[src/lpm_pkg.sv]
// package for the low-power mode controller: map, fields, types, counts
package lpm_pkg;
   localparam logic [7:0] ADDR_CTRL = 8'h00;
   localparam logic [7:0] ADDR_CFG = 8'h04;
   localparam logic [7:0] ADDR_STATUS = 8'h08;
   // configuration register field positions
   localparam int CFG_STOP_ENABLE = 0;
   localparam int CFG_STOP_OSC_ENABLE = 1;
   localparam int CFG_OSC_RUN_IN_STOP = 2;
   localparam int CFG_SHORT_RECOVERY = 3;
   localparam int CFG_EXT_IRQ_MASK = 4;
   localparam int CFG_KEY_IRQ_MASK = 5;
   localparam int CFG_LVI_ENABLE = 6;
   localparam int CFG_LVI_RESET_ENABLE = 7;
   localparam int CFG_WATCHDOG_ENABLE = 8;
   localparam int CFG_BREAK_ENABLE = 9;
   localparam int CFG_WIDTH = 10;
   localparam logic [9:0] CFG_RESET = 10'h0C0;
   // control register (write-only strobes)
   localparam int CTRL_ENTER_WAIT = 0;
   localparam int CTRL_ENTER_STOP = 1;
   // recovery counts in reference-clock cycles
   localparam logic [11:0] RECOVERY_LONG = 12'hFFF;
   localparam logic [11:0] RECOVERY_SHORT = 12'h01F;

   typedef enum logic [1:0] {
      LPM_RUN = 2'b00,
      LPM_WAIT = 2'b01,
      LPM_STOP = 2'b10,
      LPM_RECOVER = 2'b11
   } lpm_mode_e;

   // wake and reset sources from peripherals
   typedef struct packed {
      logic ext_irq;
      logic key_irq;
      logic adc_irq;
      logic sci_irq;
      logic spi_irq;
      logic tim_irq;
      logic tbm_irq;
      logic can_irq;
      logic cgm_irq;
      logic brk_irq;
      logic wdog_timeout;
      logic lvi_trip;
   } lpm_wake_s;

   // per-peripheral run / freeze / abort controls
   typedef struct packed {
      logic cpu_clk_en;
      logic bus_clk_en;
      logic osc_en;
      logic pll_en;
      logic cgm_outputs_en;
      logic watchdog_clock_en;
      logic watchdog_prescaler_clr;
      logic adc_run;
      logic adc_abort;
      logic brk_active;
      logic sci_run;
      logic spi_run;
      logic spi_reset;
      logic tim_run;
      logic tbm_run;
      logic tbm_cpu_access;
      logic can_run;
      logic can_cpu_access;
      logic can_frame_abort;
   } lpm_ctl_s;
endpackage : lpm_pkg

[src/lpm_ctrl.sv]
// low-power mode controller: wait/stop sequencing and peripheral gating
//
// Operation
// wait stops cpu clock, bus runs
// stop halts cpu; bus too unless oscillator
// wait clears interrupt mask; reset sets it
// stop clears interrupt mask; reset sets it
// cpu clock held until stabilization elapses
// converter runs in wait, may wake
// stop aborts conversion, resumes after exit
// break active in wait, sets flag
// no oscillator in stop: cgm outputs low
// oscillator in stop: only pll off
// watchdog counts in wait, resets on timeout
// stop cuts watchdog clock, clears prescaler
// stop ignored unless stop enable set
// external irq wakes when unmasked
// keyboard irq wakes when unmasked
// voltage monitor resets out of modes
// serial port runs wait, halts stop
// spi halts in stop, reset aborts
// timers run in wait, freeze in stop
// timebase runs stop only with oscillator
// can active in wait, blocked access
// recovery counter 4096 or 32 cycles
// wake requests synchronized before clock enable
`timescale 1ns/10ps
module lpm_ctrl (
   input wire logic clock,
   input wire logic rst,
   input wire logic psel,
   input wire logic penable,
   input wire logic pwrite,
   input wire logic [7:0] paddr,
   input wire logic [31:0] pwdata,
   output logic [31:0] prdata,
   output logic pready,
   output logic pslverr,
   input wire logic wait_instr,
   input wire logic stop_instr,
   input wire logic ref_clock_tick,
   input wire lpm_pkg::lpm_wake_s wake_req,
   output logic interrupt_mask_flag,
   output logic break_wait_flag,
   output logic device_reset,
   output lpm_pkg::lpm_ctl_s ctl,
   output logic osc_ref_clock_en,
   output logic main_clock_out_en,
   output logic clockgen_irq_out_en,
   output logic watchdog_clock
);

   typedef struct packed {
      lpm_pkg::lpm_mode_e mode;
      logic [lpm_pkg::CFG_WIDTH-1:0] cfg;
      logic [11:0] recover_cnt;
      lpm_pkg::lpm_wake_s sync1;
      lpm_pkg::lpm_wake_s sync2;
      logic imask;
      logic brk_flag;
      logic wd_prescaler_clr;
      logic reset_req;
      logic wd_div;
      logic [31:0] rdata;
   } lpm_state_s;

   lpm_state_s st;
   lpm_state_s next_st;
   logic wr_access;
   logic rd_access;
   logic mapped;
   logic wake_unmasked_wait;
   logic wake_ext_stop;
   logic reset_cause;
   logic stop_allowed;
   logic osc_keep;
   logic bus_keep;
   lpm_pkg::lpm_wake_s w;

   assign w = st.sync2;
   assign wr_access = psel && penable && pwrite;
   assign rd_access = psel && !penable && !pwrite;
   assign mapped = (paddr == lpm_pkg::ADDR_CTRL)
      || (paddr == lpm_pkg::ADDR_CFG) || (paddr == lpm_pkg::ADDR_STATUS);
   assign pready = 1'b1;
   assign pslverr = psel && penable && !mapped;
   assign prdata = st.rdata;

   assign osc_keep = st.cfg[lpm_pkg::CFG_OSC_RUN_IN_STOP];
   assign bus_keep = st.cfg[lpm_pkg::CFG_STOP_OSC_ENABLE];
   assign stop_allowed = st.cfg[lpm_pkg::CFG_STOP_ENABLE];

   // resets: watchdog in run and wait only, voltage monitor in any mode
   always_comb begin
      reset_cause = w.lvi_trip && st.cfg[lpm_pkg::CFG_LVI_ENABLE]
         && st.cfg[lpm_pkg::CFG_LVI_RESET_ENABLE];
      if (st.mode != lpm_pkg::LPM_STOP && st.mode != lpm_pkg::LPM_RECOVER
            && w.wdog_timeout && st.cfg[lpm_pkg::CFG_WATCHDOG_ENABLE]) begin
         reset_cause = 1'b1;
      end
   end

   // wait wakes on any unmasked interrupt; stop only on external, keyboard, can or (with bus kept) timebase sources
   always_comb begin
      wake_ext_stop = (w.ext_irq && !st.cfg[lpm_pkg::CFG_EXT_IRQ_MASK])
         || (w.key_irq && !st.cfg[lpm_pkg::CFG_KEY_IRQ_MASK])
         || (w.tbm_irq && bus_keep)
         || w.can_irq;
      wake_unmasked_wait = wake_ext_stop || w.adc_irq
         || w.sci_irq || w.spi_irq || w.tim_irq
         || w.tbm_irq || w.cgm_irq
         || (w.brk_irq && st.cfg[lpm_pkg::CFG_BREAK_ENABLE]);
   end

   always_comb begin
      next_st = st;
      // raw requests pass two flops before anything looks at them
      next_st.sync1 = wake_req;
      next_st.sync2 = st.sync1;
      next_st.reset_req = reset_cause;
      next_st.wd_prescaler_clr = 1'b0;
      next_st.rdata = 32'h0000_0000;
      if (ref_clock_tick) begin
         next_st.wd_div = !st.wd_div;
      end
      if (rd_access) begin
         unique case (paddr)
            lpm_pkg::ADDR_CFG: begin
               next_st.rdata = {22'h0, st.cfg};
            end
            lpm_pkg::ADDR_STATUS: begin
               next_st.rdata = {12'h000, st.recover_cnt,
                  4'h0, st.brk_flag, st.imask, st.mode};
            end
            default: begin
               next_st.rdata = 32'h0000_0000;
            end
         endcase
      end
      if (wr_access && paddr == lpm_pkg::ADDR_CFG
            && st.mode == lpm_pkg::LPM_RUN) begin
         next_st.cfg = pwdata[lpm_pkg::CFG_WIDTH-1:0];
      end
      unique case (st.mode)
         lpm_pkg::LPM_RUN: begin
            if (wait_instr || (wr_access && paddr == lpm_pkg::ADDR_CTRL
                  && pwdata[lpm_pkg::CTRL_ENTER_WAIT])) begin
               next_st.mode = lpm_pkg::LPM_WAIT;
               next_st.imask = 1'b0;
            end else if ((stop_instr || (wr_access
                  && paddr == lpm_pkg::ADDR_CTRL
                  && pwdata[lpm_pkg::CTRL_ENTER_STOP])) && stop_allowed) begin
               next_st.mode = lpm_pkg::LPM_STOP;
               next_st.imask = 1'b0;
               next_st.wd_prescaler_clr = 1'b1;
            end
         end
         lpm_pkg::LPM_WAIT: begin
            if (w.brk_irq && st.cfg[lpm_pkg::CFG_BREAK_ENABLE]) begin
               next_st.brk_flag = 1'b1;
            end
            if (wake_unmasked_wait) begin
               next_st.mode = lpm_pkg::LPM_RUN;
            end
         end
         lpm_pkg::LPM_STOP: begin
            if (wake_ext_stop) begin
               next_st.mode = lpm_pkg::LPM_RECOVER;
               next_st.recover_cnt = st.cfg[lpm_pkg::CFG_SHORT_RECOVERY]
                  ? lpm_pkg::RECOVERY_SHORT : lpm_pkg::RECOVERY_LONG;
            end
         end
         lpm_pkg::LPM_RECOVER: begin
            if (ref_clock_tick) begin
               if (st.recover_cnt == 12'h000) begin
                  next_st.mode = lpm_pkg::LPM_RUN;
               end else begin
                  next_st.recover_cnt = st.recover_cnt - 12'h001;
               end
            end
         end
      endcase
      // reset from any mode sets the mask and returns to run
      if (reset_cause) begin
         next_st.mode = lpm_pkg::LPM_RUN;
         next_st.imask = 1'b1;
         next_st.recover_cnt = 12'h000;
      end
   end

   always_ff @(posedge clock) begin
      if (rst) begin
         st <= '0;
         st.mode <= lpm_pkg::LPM_RUN;
         st.cfg <= lpm_pkg::CFG_RESET;
         st.imask <= 1'b1;
      end else begin
         st <= next_st;
      end
   end

   assign interrupt_mask_flag = st.imask;
   assign break_wait_flag = st.brk_flag;
   assign device_reset = st.reset_req;

   logic in_stop;
   logic in_wait;
   assign in_stop = st.mode == lpm_pkg::LPM_STOP
      || st.mode == lpm_pkg::LPM_RECOVER;
   assign in_wait = st.mode == lpm_pkg::LPM_WAIT;

   always_comb begin
      ctl.cpu_clk_en = st.mode == lpm_pkg::LPM_RUN;
      ctl.bus_clk_en = !in_stop || (bus_keep
         && st.mode == lpm_pkg::LPM_STOP);
      ctl.osc_en = !in_stop || osc_keep
         || st.mode == lpm_pkg::LPM_RECOVER;
      ctl.pll_en = !in_stop;
      ctl.cgm_outputs_en = !(st.mode == lpm_pkg::LPM_STOP
         && !osc_keep);
      ctl.watchdog_clock_en = !in_stop;
      ctl.watchdog_prescaler_clr = st.wd_prescaler_clr;
      ctl.adc_run = !in_stop;
      ctl.adc_abort = st.mode == lpm_pkg::LPM_STOP;
      ctl.brk_active = !in_stop && st.cfg[lpm_pkg::CFG_BREAK_ENABLE];
      ctl.sci_run = !in_stop;
      ctl.spi_run = !in_stop;
      ctl.spi_reset = in_stop && reset_cause;
      ctl.tim_run = !in_stop;
      ctl.tbm_run = !in_stop || (bus_keep
         && st.mode == lpm_pkg::LPM_STOP);
      ctl.tbm_cpu_access = st.mode == lpm_pkg::LPM_RUN;
      ctl.can_run = !in_stop;
      ctl.can_cpu_access = st.mode == lpm_pkg::LPM_RUN;
      ctl.can_frame_abort = st.mode == lpm_pkg::LPM_STOP;
   end

   assign osc_ref_clock_en = ctl.cgm_outputs_en;
   assign main_clock_out_en = ctl.cgm_outputs_en;
   assign clockgen_irq_out_en = ctl.cgm_outputs_en;
   assign watchdog_clock = st.wd_div && ctl.watchdog_clock_en;

   // clock gating per mode
   a_stop_gating: assert property (@(posedge clock) disable iff (rst)
      st.mode == lpm_pkg::LPM_STOP |-> !ctl.cpu_clk_en
      && ctl.bus_clk_en == bus_keep)
      else $error("stop clock gating wrong");

   a_wait_clocks: assert property (@(posedge clock) disable iff (rst)
      in_wait |-> !ctl.cpu_clk_en && ctl.bus_clk_en)
      else $error("wait clock gating wrong");

   a_stop_enable: assert property (@(posedge clock) disable iff (rst)
      st.mode == lpm_pkg::LPM_RUN && !stop_allowed && !reset_cause
      && !wait_instr |=> st.mode != lpm_pkg::LPM_STOP)
      else $error("stop taken while disabled");

   a_mask_clear: assert property (@(posedge clock) disable iff (rst)
      st.mode == lpm_pkg::LPM_RUN && $past(st.mode) == lpm_pkg::LPM_WAIT
      && !$past(reset_cause) |-> !st.imask)
      else $error("mask not clear after wait");

   a_reset_mask: assert property (@(posedge clock) disable iff (rst)
      reset_cause |=> st.imask && st.mode == lpm_pkg::LPM_RUN)
      else $error("reset exit did not set mask");

   a_cgm_low: assert property (@(posedge clock) disable iff (rst)
      st.mode == lpm_pkg::LPM_STOP && !osc_keep |-> !osc_ref_clock_en
      && !main_clock_out_en && !clockgen_irq_out_en)
      else $error("clock outputs not low");

   a_osc_kept: assert property (@(posedge clock) disable iff (rst)
      st.mode == lpm_pkg::LPM_STOP && osc_keep |-> ctl.osc_en && !ctl.pll_en)
      else $error("oscillator not kept");

   a_wdog_cut: assert property (@(posedge clock) disable iff (rst)
      in_stop |-> !watchdog_clock)
      else $error("watchdog clock in stop");

   a_recover_hold: assert property (@(posedge clock) disable iff (rst)
      $rose(st.mode == lpm_pkg::LPM_RECOVER) && st.recover_cnt == 12'h01F
      |-> !ctl.cpu_clk_en [*8])
      else $error("cpu clock early");

   a_key_masked: assert property (@(posedge clock) disable iff (rst)
      st.mode == lpm_pkg::LPM_STOP && !wake_ext_stop && !reset_cause
      |=> st.mode == lpm_pkg::LPM_STOP)
      else $error("stop left without wake");

   // mode entry and exit
   a_wait_entry: assert property (@(posedge clock) disable iff (rst)
      st.mode == lpm_pkg::LPM_RUN && wait_instr && !reset_cause
      |=> st.mode == lpm_pkg::LPM_WAIT && !st.imask)
      else $error("wait entry wrong");

   a_stop_entry: assert property (@(posedge clock) disable iff (rst)
      st.mode == lpm_pkg::LPM_RUN && stop_instr && stop_allowed
      && !wait_instr && !wr_access && !reset_cause
      |=> st.mode == lpm_pkg::LPM_STOP && !st.imask)
      else $error("stop entry wrong");

   a_wait_wake: assert property (@(posedge clock) disable iff (rst)
      in_wait && wake_unmasked_wait && !reset_cause
      |=> st.mode == lpm_pkg::LPM_RUN && !st.imask)
      else $error("wait not left on wake");

   a_stop_wake: assert property (@(posedge clock) disable iff (rst)
      st.mode == lpm_pkg::LPM_STOP && wake_ext_stop && !reset_cause
      |=> st.mode == lpm_pkg::LPM_RECOVER)
      else $error("stop not left on wake");

   a_ext_wake: assert property (@(posedge clock) disable iff (rst)
      st.mode == lpm_pkg::LPM_STOP && w.ext_irq
      && !st.cfg[lpm_pkg::CFG_EXT_IRQ_MASK] |-> wake_ext_stop)
      else $error("external wake lost");

   a_key_wake: assert property (@(posedge clock) disable iff (rst)
      st.mode == lpm_pkg::LPM_STOP && w.key_irq
      && !st.cfg[lpm_pkg::CFG_KEY_IRQ_MASK] |-> wake_ext_stop)
      else $error("keyboard wake lost");

   a_adc_wake: assert property (@(posedge clock) disable iff (rst)
      in_wait && w.adc_irq && !reset_cause |=> st.mode == lpm_pkg::LPM_RUN)
      else $error("converter wake lost");

   a_adc_stop: assert property (@(posedge clock) disable iff (rst)
      st.mode == lpm_pkg::LPM_STOP |-> ctl.adc_abort && !ctl.adc_run)
      else $error("converter not aborted");

   // break, watchdog and voltage monitor
   a_brk_flag: assert property (@(posedge clock) disable iff (rst)
      in_wait && w.brk_irq && st.cfg[lpm_pkg::CFG_BREAK_ENABLE]
      |=> st.brk_flag)
      else $error("break flag not set");

   a_brk_keep: assert property (@(posedge clock) disable iff (rst)
      in_stop |=> $stable(st.brk_flag) && !ctl.brk_active)
      else $error("break state changed in stop");

   a_wdog_reset: assert property (@(posedge clock) disable iff (rst)
      (st.mode == lpm_pkg::LPM_RUN || in_wait) && w.wdog_timeout
      && st.cfg[lpm_pkg::CFG_WATCHDOG_ENABLE] |=> device_reset)
      else $error("watchdog reset lost");

   a_lvi_reset: assert property (@(posedge clock) disable iff (rst)
      w.lvi_trip && st.cfg[lpm_pkg::CFG_LVI_ENABLE]
      && st.cfg[lpm_pkg::CFG_LVI_RESET_ENABLE] |=> device_reset)
      else $error("voltage reset lost");

   a_prescale_clr: assert property (@(posedge clock) disable iff (rst)
      $rose(st.mode == lpm_pkg::LPM_STOP) |-> ctl.watchdog_prescaler_clr)
      else $error("prescaler not cleared");

   // peripherals frozen in stop (timebase runs when bus kept), can in wait
   a_sci_halt: assert property (@(posedge clock) disable iff (rst)
      in_stop |-> !ctl.sci_run)
      else $error("serial port runs in stop");

   a_spi_halt: assert property (@(posedge clock) disable iff (rst)
      in_stop |-> !ctl.spi_run && (ctl.spi_reset == reset_cause))
      else $error("spi stop handling wrong");

   a_tim_halt: assert property (@(posedge clock) disable iff (rst)
      in_stop |-> !ctl.tim_run)
      else $error("timers run in stop");

   a_tbm_stop: assert property (@(posedge clock) disable iff (rst)
      st.mode == lpm_pkg::LPM_STOP |-> ctl.tbm_run == bus_keep
      && !ctl.tbm_cpu_access)
      else $error("timebase stop handling wrong");

   a_can_wait: assert property (@(posedge clock) disable iff (rst)
      in_wait |-> ctl.can_run && !ctl.can_cpu_access)
      else $error("can wait handling wrong");

   a_can_stop: assert property (@(posedge clock) disable iff (rst)
      st.mode == lpm_pkg::LPM_STOP |-> !ctl.can_run && ctl.can_frame_abort)
      else $error("can stop handling wrong");

   // recovery counter
   a_load_short: assert property (@(posedge clock) disable iff (rst)
      st.mode == lpm_pkg::LPM_STOP && wake_ext_stop && !reset_cause
      && st.cfg[lpm_pkg::CFG_SHORT_RECOVERY]
      |=> st.recover_cnt == lpm_pkg::RECOVERY_SHORT)
      else $error("short recovery not loaded");

   a_load_long: assert property (@(posedge clock) disable iff (rst)
      st.mode == lpm_pkg::LPM_STOP && wake_ext_stop && !reset_cause
      && !st.cfg[lpm_pkg::CFG_SHORT_RECOVERY]
      |=> st.recover_cnt == lpm_pkg::RECOVERY_LONG)
      else $error("long recovery not loaded");

   a_recover_step: assert property (@(posedge clock) disable iff (rst)
      st.mode == lpm_pkg::LPM_RECOVER && ref_clock_tick && !reset_cause
      && st.recover_cnt != 12'h000
      |=> st.recover_cnt == $past(st.recover_cnt) - 12'h001)
      else $error("recovery count step wrong");

   a_recover_cpu: assert property (@(posedge clock) disable iff (rst)
      st.mode == lpm_pkg::LPM_RECOVER |-> !ctl.cpu_clk_en && !ctl.bus_clk_en)
      else $error("clocks run in recovery");

   // configuration only changes in run
   a_cfg_frozen: assert property (@(posedge clock) disable iff (rst)
      st.mode != lpm_pkg::LPM_RUN |=> $stable(st.cfg))
      else $error("configuration changed outside run");
endmodule : lpm_ctrl

[config.mk]
export PLATFORM = sky130hd
export DESIGN_NAME = lpm_ctrl
export DESIGN_NICKNAME = d
export VERILOG_FILES = /design/src/lpm_pkg.sv /design/src/lpm_ctrl.sv
export SDC_FILE = /design/constraint.sdc
export NUM_CORES = 1
export LEC_CHECK = 0
export BUFFER_PORTS_ARGS = -buffer_cell sky130_fd_sc_hd__buf_2
export CORE_MARGIN = 4
export CORE_UTILIZATION = 30
export DETAILED_ROUTE_END_ITERATION = 10
export GPL_TIMING_DRIVEN = 0
export PLACE_DENSITY = 0.53
export REMOVE_ABC_BUFFERS = 1
export SETUP_SLACK_MARGIN = 0.1
export SYNTH_ARGS = -nofsm -noshare
export SYNTH_HDL_FRONTEND = slang
export SYNTH_SLANG_ARGS = --single-unit
export TNS_END_PERCENT = 1
[constraint.sdc]
create_clock -name clock -period 2.1 [get_ports clock]
set_input_delay 0.21 -clock clock [delete_from_list [all_inputs] [get_ports clock]]
set_output_delay 0.21 -clock clock [all_outputs]
set_load 0.1 [all_outputs]
# After elaboration in Yosys (flattened, before gate mapping)
# Index checks and enable logic that the tools add are counted.
dict set report op_classes {
  n_addsub 1
  reduce_logical 64
  n_eq_ne 13
  bitwise_logic 2
  n_mux 17
}
# cell n
set ops {}
lappend ops {{$mux 12} 4}
lappend ops {{$pmux 20 s2} 1}
lappend ops {{$logic_and 1x1->1} 25}
lappend ops {{$pmux 12 s2} 1}
lappend ops {{$logic_or 1x1->1} 18}
lappend ops {{$logic_not 12->1} 1}
lappend ops {{$mux 2} 6}
lappend ops {{$ne 2x2->1 const B} 6}
lappend ops {{$sub 12x1->12 const B} 1}
lappend ops {{$logic_not 1->1} 9}
lappend ops {{$eq 8x3->1 const B} 1}
lappend ops {{$eq 8x4->1 const B} 1}
lappend ops {{$logic_not 8->1} 1}
lappend ops {{$pmux 2 s4} 1}
lappend ops {{$reduce_and 5->1} 1}
lappend ops {{$eq 2x2->1 const B} 2}
lappend ops {{$mux 1} 4}
lappend ops {{$reduce_and 2->1} 2}
lappend ops {{$reduce_and 4->1} 1}
lappend ops {{$reduce_bool 2->1} 2}
lappend ops {{$reduce_or 2->1} 2}
lappend ops {{$ne 3x1->1 const B} 1}
lappend ops {{$reduce_or 3->1} 1}
lappend ops {{$eq 2x1->1 const B} 1}
lappend ops {{3 further kinds} 4}
dict set report word_totals {
  regBits 85
  inputBits 60
  output_inout_bits 60
}

# Depth between registers and ports, before layout
dict set report depth {
  ltp_word 14
  depth_mapped 8
  depth_no_buf 7
}

# Worst setup path before layout
# Ideal clock, no wire load.
dict set report synth_timing {
  path_kind {register to output}
  startpoint {register st[83] in the netlist's numbering}
  endpoint {output ctl[17] in the netlist's numbering}
  t_arrival_ns 3.185
  setup_slack_ns -1.295
  n_path_buf 2
  stages_incl_launch_ff 4
  cell_sequence {dfxtp_1 -> buf_2 -> o21ai_0 -> buf_4}
}
# item line_no
set synth_rtl {}
lappend synth_rtl {{start: declaration} lpm_ctrl.sv:67} ;# lpm_state_s st;
lappend synth_rtl {{start signal: assignment} lpm_ctrl.sv:198} ;# st <= next_st;
lappend synth_rtl {{end: declaration} lpm_ctrl.sv:46} ;# output lpm_pkg::lpm_ctl_s ctl,

# Final worst setup path
dict set report layout_timing {
  startpoint {register st[83] in the netlist's numbering}
  endpoint {output clockgen_irq_out_en}
}
dict set report layout_via {
  elab_chain_len 3
}
# item line_no
set layout_lines {}
lappend layout_lines {{$eq 2x2->1} lpm_ctrl.sv:219} ;# ctl.cgm_outputs_en = !(st.mode == lpm_pkg::LPM_STOP
lappend layout_lines {{$logic_and 1x1->1} lpm_ctrl.sv:220} ;# && !osc_keep);
lappend layout_lines {{$logic_not 1->1} lpm_ctrl.sv:219}
lappend layout_lines {{end: declaration} lpm_ctrl.sv:49} ;# output logic clockgen_irq_out_en,
# Every way passes these cells.

==> results.py <==
metrics = {
    "status": {
        "status": "completed",
    },
    "drt": {
        "viasPerCell": 4.415,
        "drc": 0,
        "via_count": 2331,
        "dr.pass1.iters": 4,
        "wl_per_cell_microns": 12.92,
        "drt-total-wl_microns": 6823,
        "drt_iter0_drc": 75,
        "postRouteAntennaNets": 0,
    },
    "floorplan": {
        "initial_utilization": 0.3123,
        "dieArea_sq_um": 12060,
        "ioPinCount": 120,
        "fp-row-count": 36,
        "coreArea_sq_um": 9955,
        "fp.dieH_microns": 109.8,
        "die_w_microns": 109.8,
    },
    "sta": {
        "maxSlewHeadroom": 0.5072,
        "fin_tns_setup_ns": 0,
        "rsz0062_at_grt": "yes",
        "slew_viol_final": 0,
        "worst_pin_slew_ns": 0.7392,
        "fin_crit_sh": 0.9473,
        "fmax_mhz": 502.7,
        "hold_violations": 0,
        "finalSetupViolCount": 0,
        "fin_skew_ns": 0.01026,
        "postLayoutSetupSlackWorst_ns": 0.1107,
        "layout_min_cycle_time_ns": 1.989,
    },
    "yosys": {
        "synth_top_flop_cell": "dfxtp_1",
        "yosys.area.top_type_share": 0.4700,
        "synth-seq-area-share": 0.4700,
        "synth_area_leaders": "dfxtp_1 47%, buf_4 11%, nor2b_1 5.6%",
        "ys_ff_latch": 73,
        "synth_area_per_cell_sq_um": 9.038,
        "synth-edff-count": 0,
        "syn_area_sq_um": 3109,
        "synth-warning-count": 0,
        "ys_types": 44,
        "synth_top_area_cell": "dfxtp_1",
        "syn_inst": 344,
        "synthArstFlopShare": 0,
    },
    "clocking": {
        "root_buffer": "clkbuf_8",
        "clockBufferDepth": 2,
        "worstSkewPairLatency_ns": 0.34,
        "clk_pin_slew_ns": 0.08,
        "cts_htree_levels": 3,
        "postCtsHoldBufs": 0,
        "cts_buffers": 9,
        "clock_sinks": 73,
        "cts_tree": "built",
    },
    "setup_path": {
        "critPathArrivalTime_ns": 1.78,
        "cp.required_ns": 1.89,
        "cp_max_fo": 12,
        "endpoint_kind": "primary output",
        "path_class": "reg -> out",
        "critical_path.startpoint_type": "register",
    },
    "placed_design": {
        "placedInstanceArea_sq_um": 3326,
        "place.gp.congestion": 0.7731,
        "port_buffers": 84,
        "hpwl_microns": 4971,
        "dp_cells": 512,
        "dpl_worst_slack_ns": -0.1865,
    },
    "global_route": {
        "grt_pass1_vias": 2313,
        "grt_pass1_wl_microns": 10880,
        "grt.total_usage": 0.1171,
        "grt_overflow": 0,
        "antenna_found_initial": 0,
        "grt_max_degree": 42,
    },
    "final_layout": {
        "post-route-util": 0.3582,
        "synthToLayoutAreaGrowth_pct": 14.69,
        "layout_commonest_cell": "buf_2",
        "n_antenna_cell": 0,
        "fin_cells": 528,
        "nets": 452,
        "layout_common_cells": "83 x buf_2, 72 x dfxtp_1, 31 x nor2_1",
        "finalInstanceArea_sq_um": 3566,
        "drive_gt1_frac": 0.2861,
        "multi_input_area_sq_um": 1252,
        "regArea_sq_um": 1463,
        "nFillCells": 1042,
    },
    "pwr": {
        "ir_drop_mv": 0.3965,
        "p_leak_nw": 1.547,
        "powerDensity_nw_per_um2": 814.2,
    },
    "job": {
        "drv_cap": 0,
    },
    "hold_path": {
        "hold_path.class": "in -> reg",
    },
}
==> registers in the layout, indices dropped and copies added (netlist names) <==
name                 flops
break_wait_flag          1
bus_keep                 1
ctl                      1
device_reset             1
interrupt_mask_flag      1
next_st                 12
osc_keep                 1
prdata                  20
st                      35
==> cell usage after synthesis (3+ instances only) <==
| library cell | count |
|---|---|
| o21ai_0 | 19 |
| nor2_1 | 31 |
| dfxtp_1 | 73 |
| nor3_1 | 6 |
| nand4_1 | 3 |
| and2_1 | 15 |
| nand3_1 | 5 |
| nor2b_1 | 28 |
| xor2_1 | 3 |
| clkbuf_1 | 8 |
| a22oi_1 | 6 |
| inv_1 | 12 |
| buf_4 | 47 |
| a21oi_1 | 19 |
| nand2b_1 | 4 |
| nand2_1 | 13 |
| and3_1 | 5 |
| a31oi_1 | 5 |
| or2_2 | 3 |
| mux2i_1 | 8 |
==> power breakdown <==
part	switching (W)	internal, W	leakage [nW]
clock	0.000514	0.000663	0.102
combinational	0.000242	0.0000609	0.850
sequential	0.0000129	0.00141	0.595
==> cells by family after synthesis <==
| family | count (synthesis) | share of synthesized area |
|---|---|---|
| buffers and inverters | 72 | 0.1469 |
| AO/OA/AOI/OAI | 57 | 0.1087 |
| flip-flops | 73 | 0.4700 |
| XOR/XNOR | 4 | 0.01127 |
| AND/OR/NAND/NOR | 127 | 0.2310 |
| other | 2 | 0.002415 |
| multiplexers | 8 | 0.02576 |
| adder cells (fa/ha/maj) | 1 | 0.004024 |
==> worst max-delay path, cell delays in order, from the launching register on <==
cell	delay, ns
dfxtp_1	0.56
nand2b_1	0.28
or2_2	0.17
buf_2	0.42
==> metrics by stage <==
stage	total power (W)	hold slack (ns)
4_1_cts	0.002940	0.06137
3_3_place_gp	0.001757	0.4217
2_1_floorplan	0.001681	0.2791
5_1_grt	0.003026	0.06646
6_report	0.002903	0.07160
3_5_place_dp	0.001760	0.4204
==> final timing paths <==
path / startpoint / to / slack, ns / cells after the start
setup / recovery: st[83]$_SDFFE_PP0P_ / clockgen_irq_out_en / 0.11 / 3
hold / removal: wake_req[5] / next_st[42]$_SDFF_PP0_ / 0.07 / 2
setup reg to reg: st[61]$_SDFFE_PP0P_ / st[62]$_SDFFE_PP0P_ / 0.23 / 7
hold reg to reg: next_st[44]$_SDFF_PP0_ / st[44]$_SDFF_PP0_ / 0.44 / 1
==> layer usage <==
layer / GRT usage / part of all wire / wire, microns
met5: 0 / 0 / 0
met4: 0.06768 / 0.030 / 202
met3: 0.03053 / 0.070 / 478
met2: 0.1885 / 0.46 / 3159
met1: 0.1403 / 0.44 / 2983
==> area by class of cell <==
class,instances,area share
sequential,73,0.4102
multi-input combinational,210,0.3512
timing repair buffer,85,0.1207
tap,133,0.04667
clock buffer,10,0.03579
clock inverter,5,0.02281
inverter,12,0.01263
==> repair_timing <==
action,4_1_cts,5_1_grt
setup buffers,0,1
cloned,0,0
resized for setup,5,1
endpoints found under the setup margin,17,13
(Power assumes the default switching activity.)
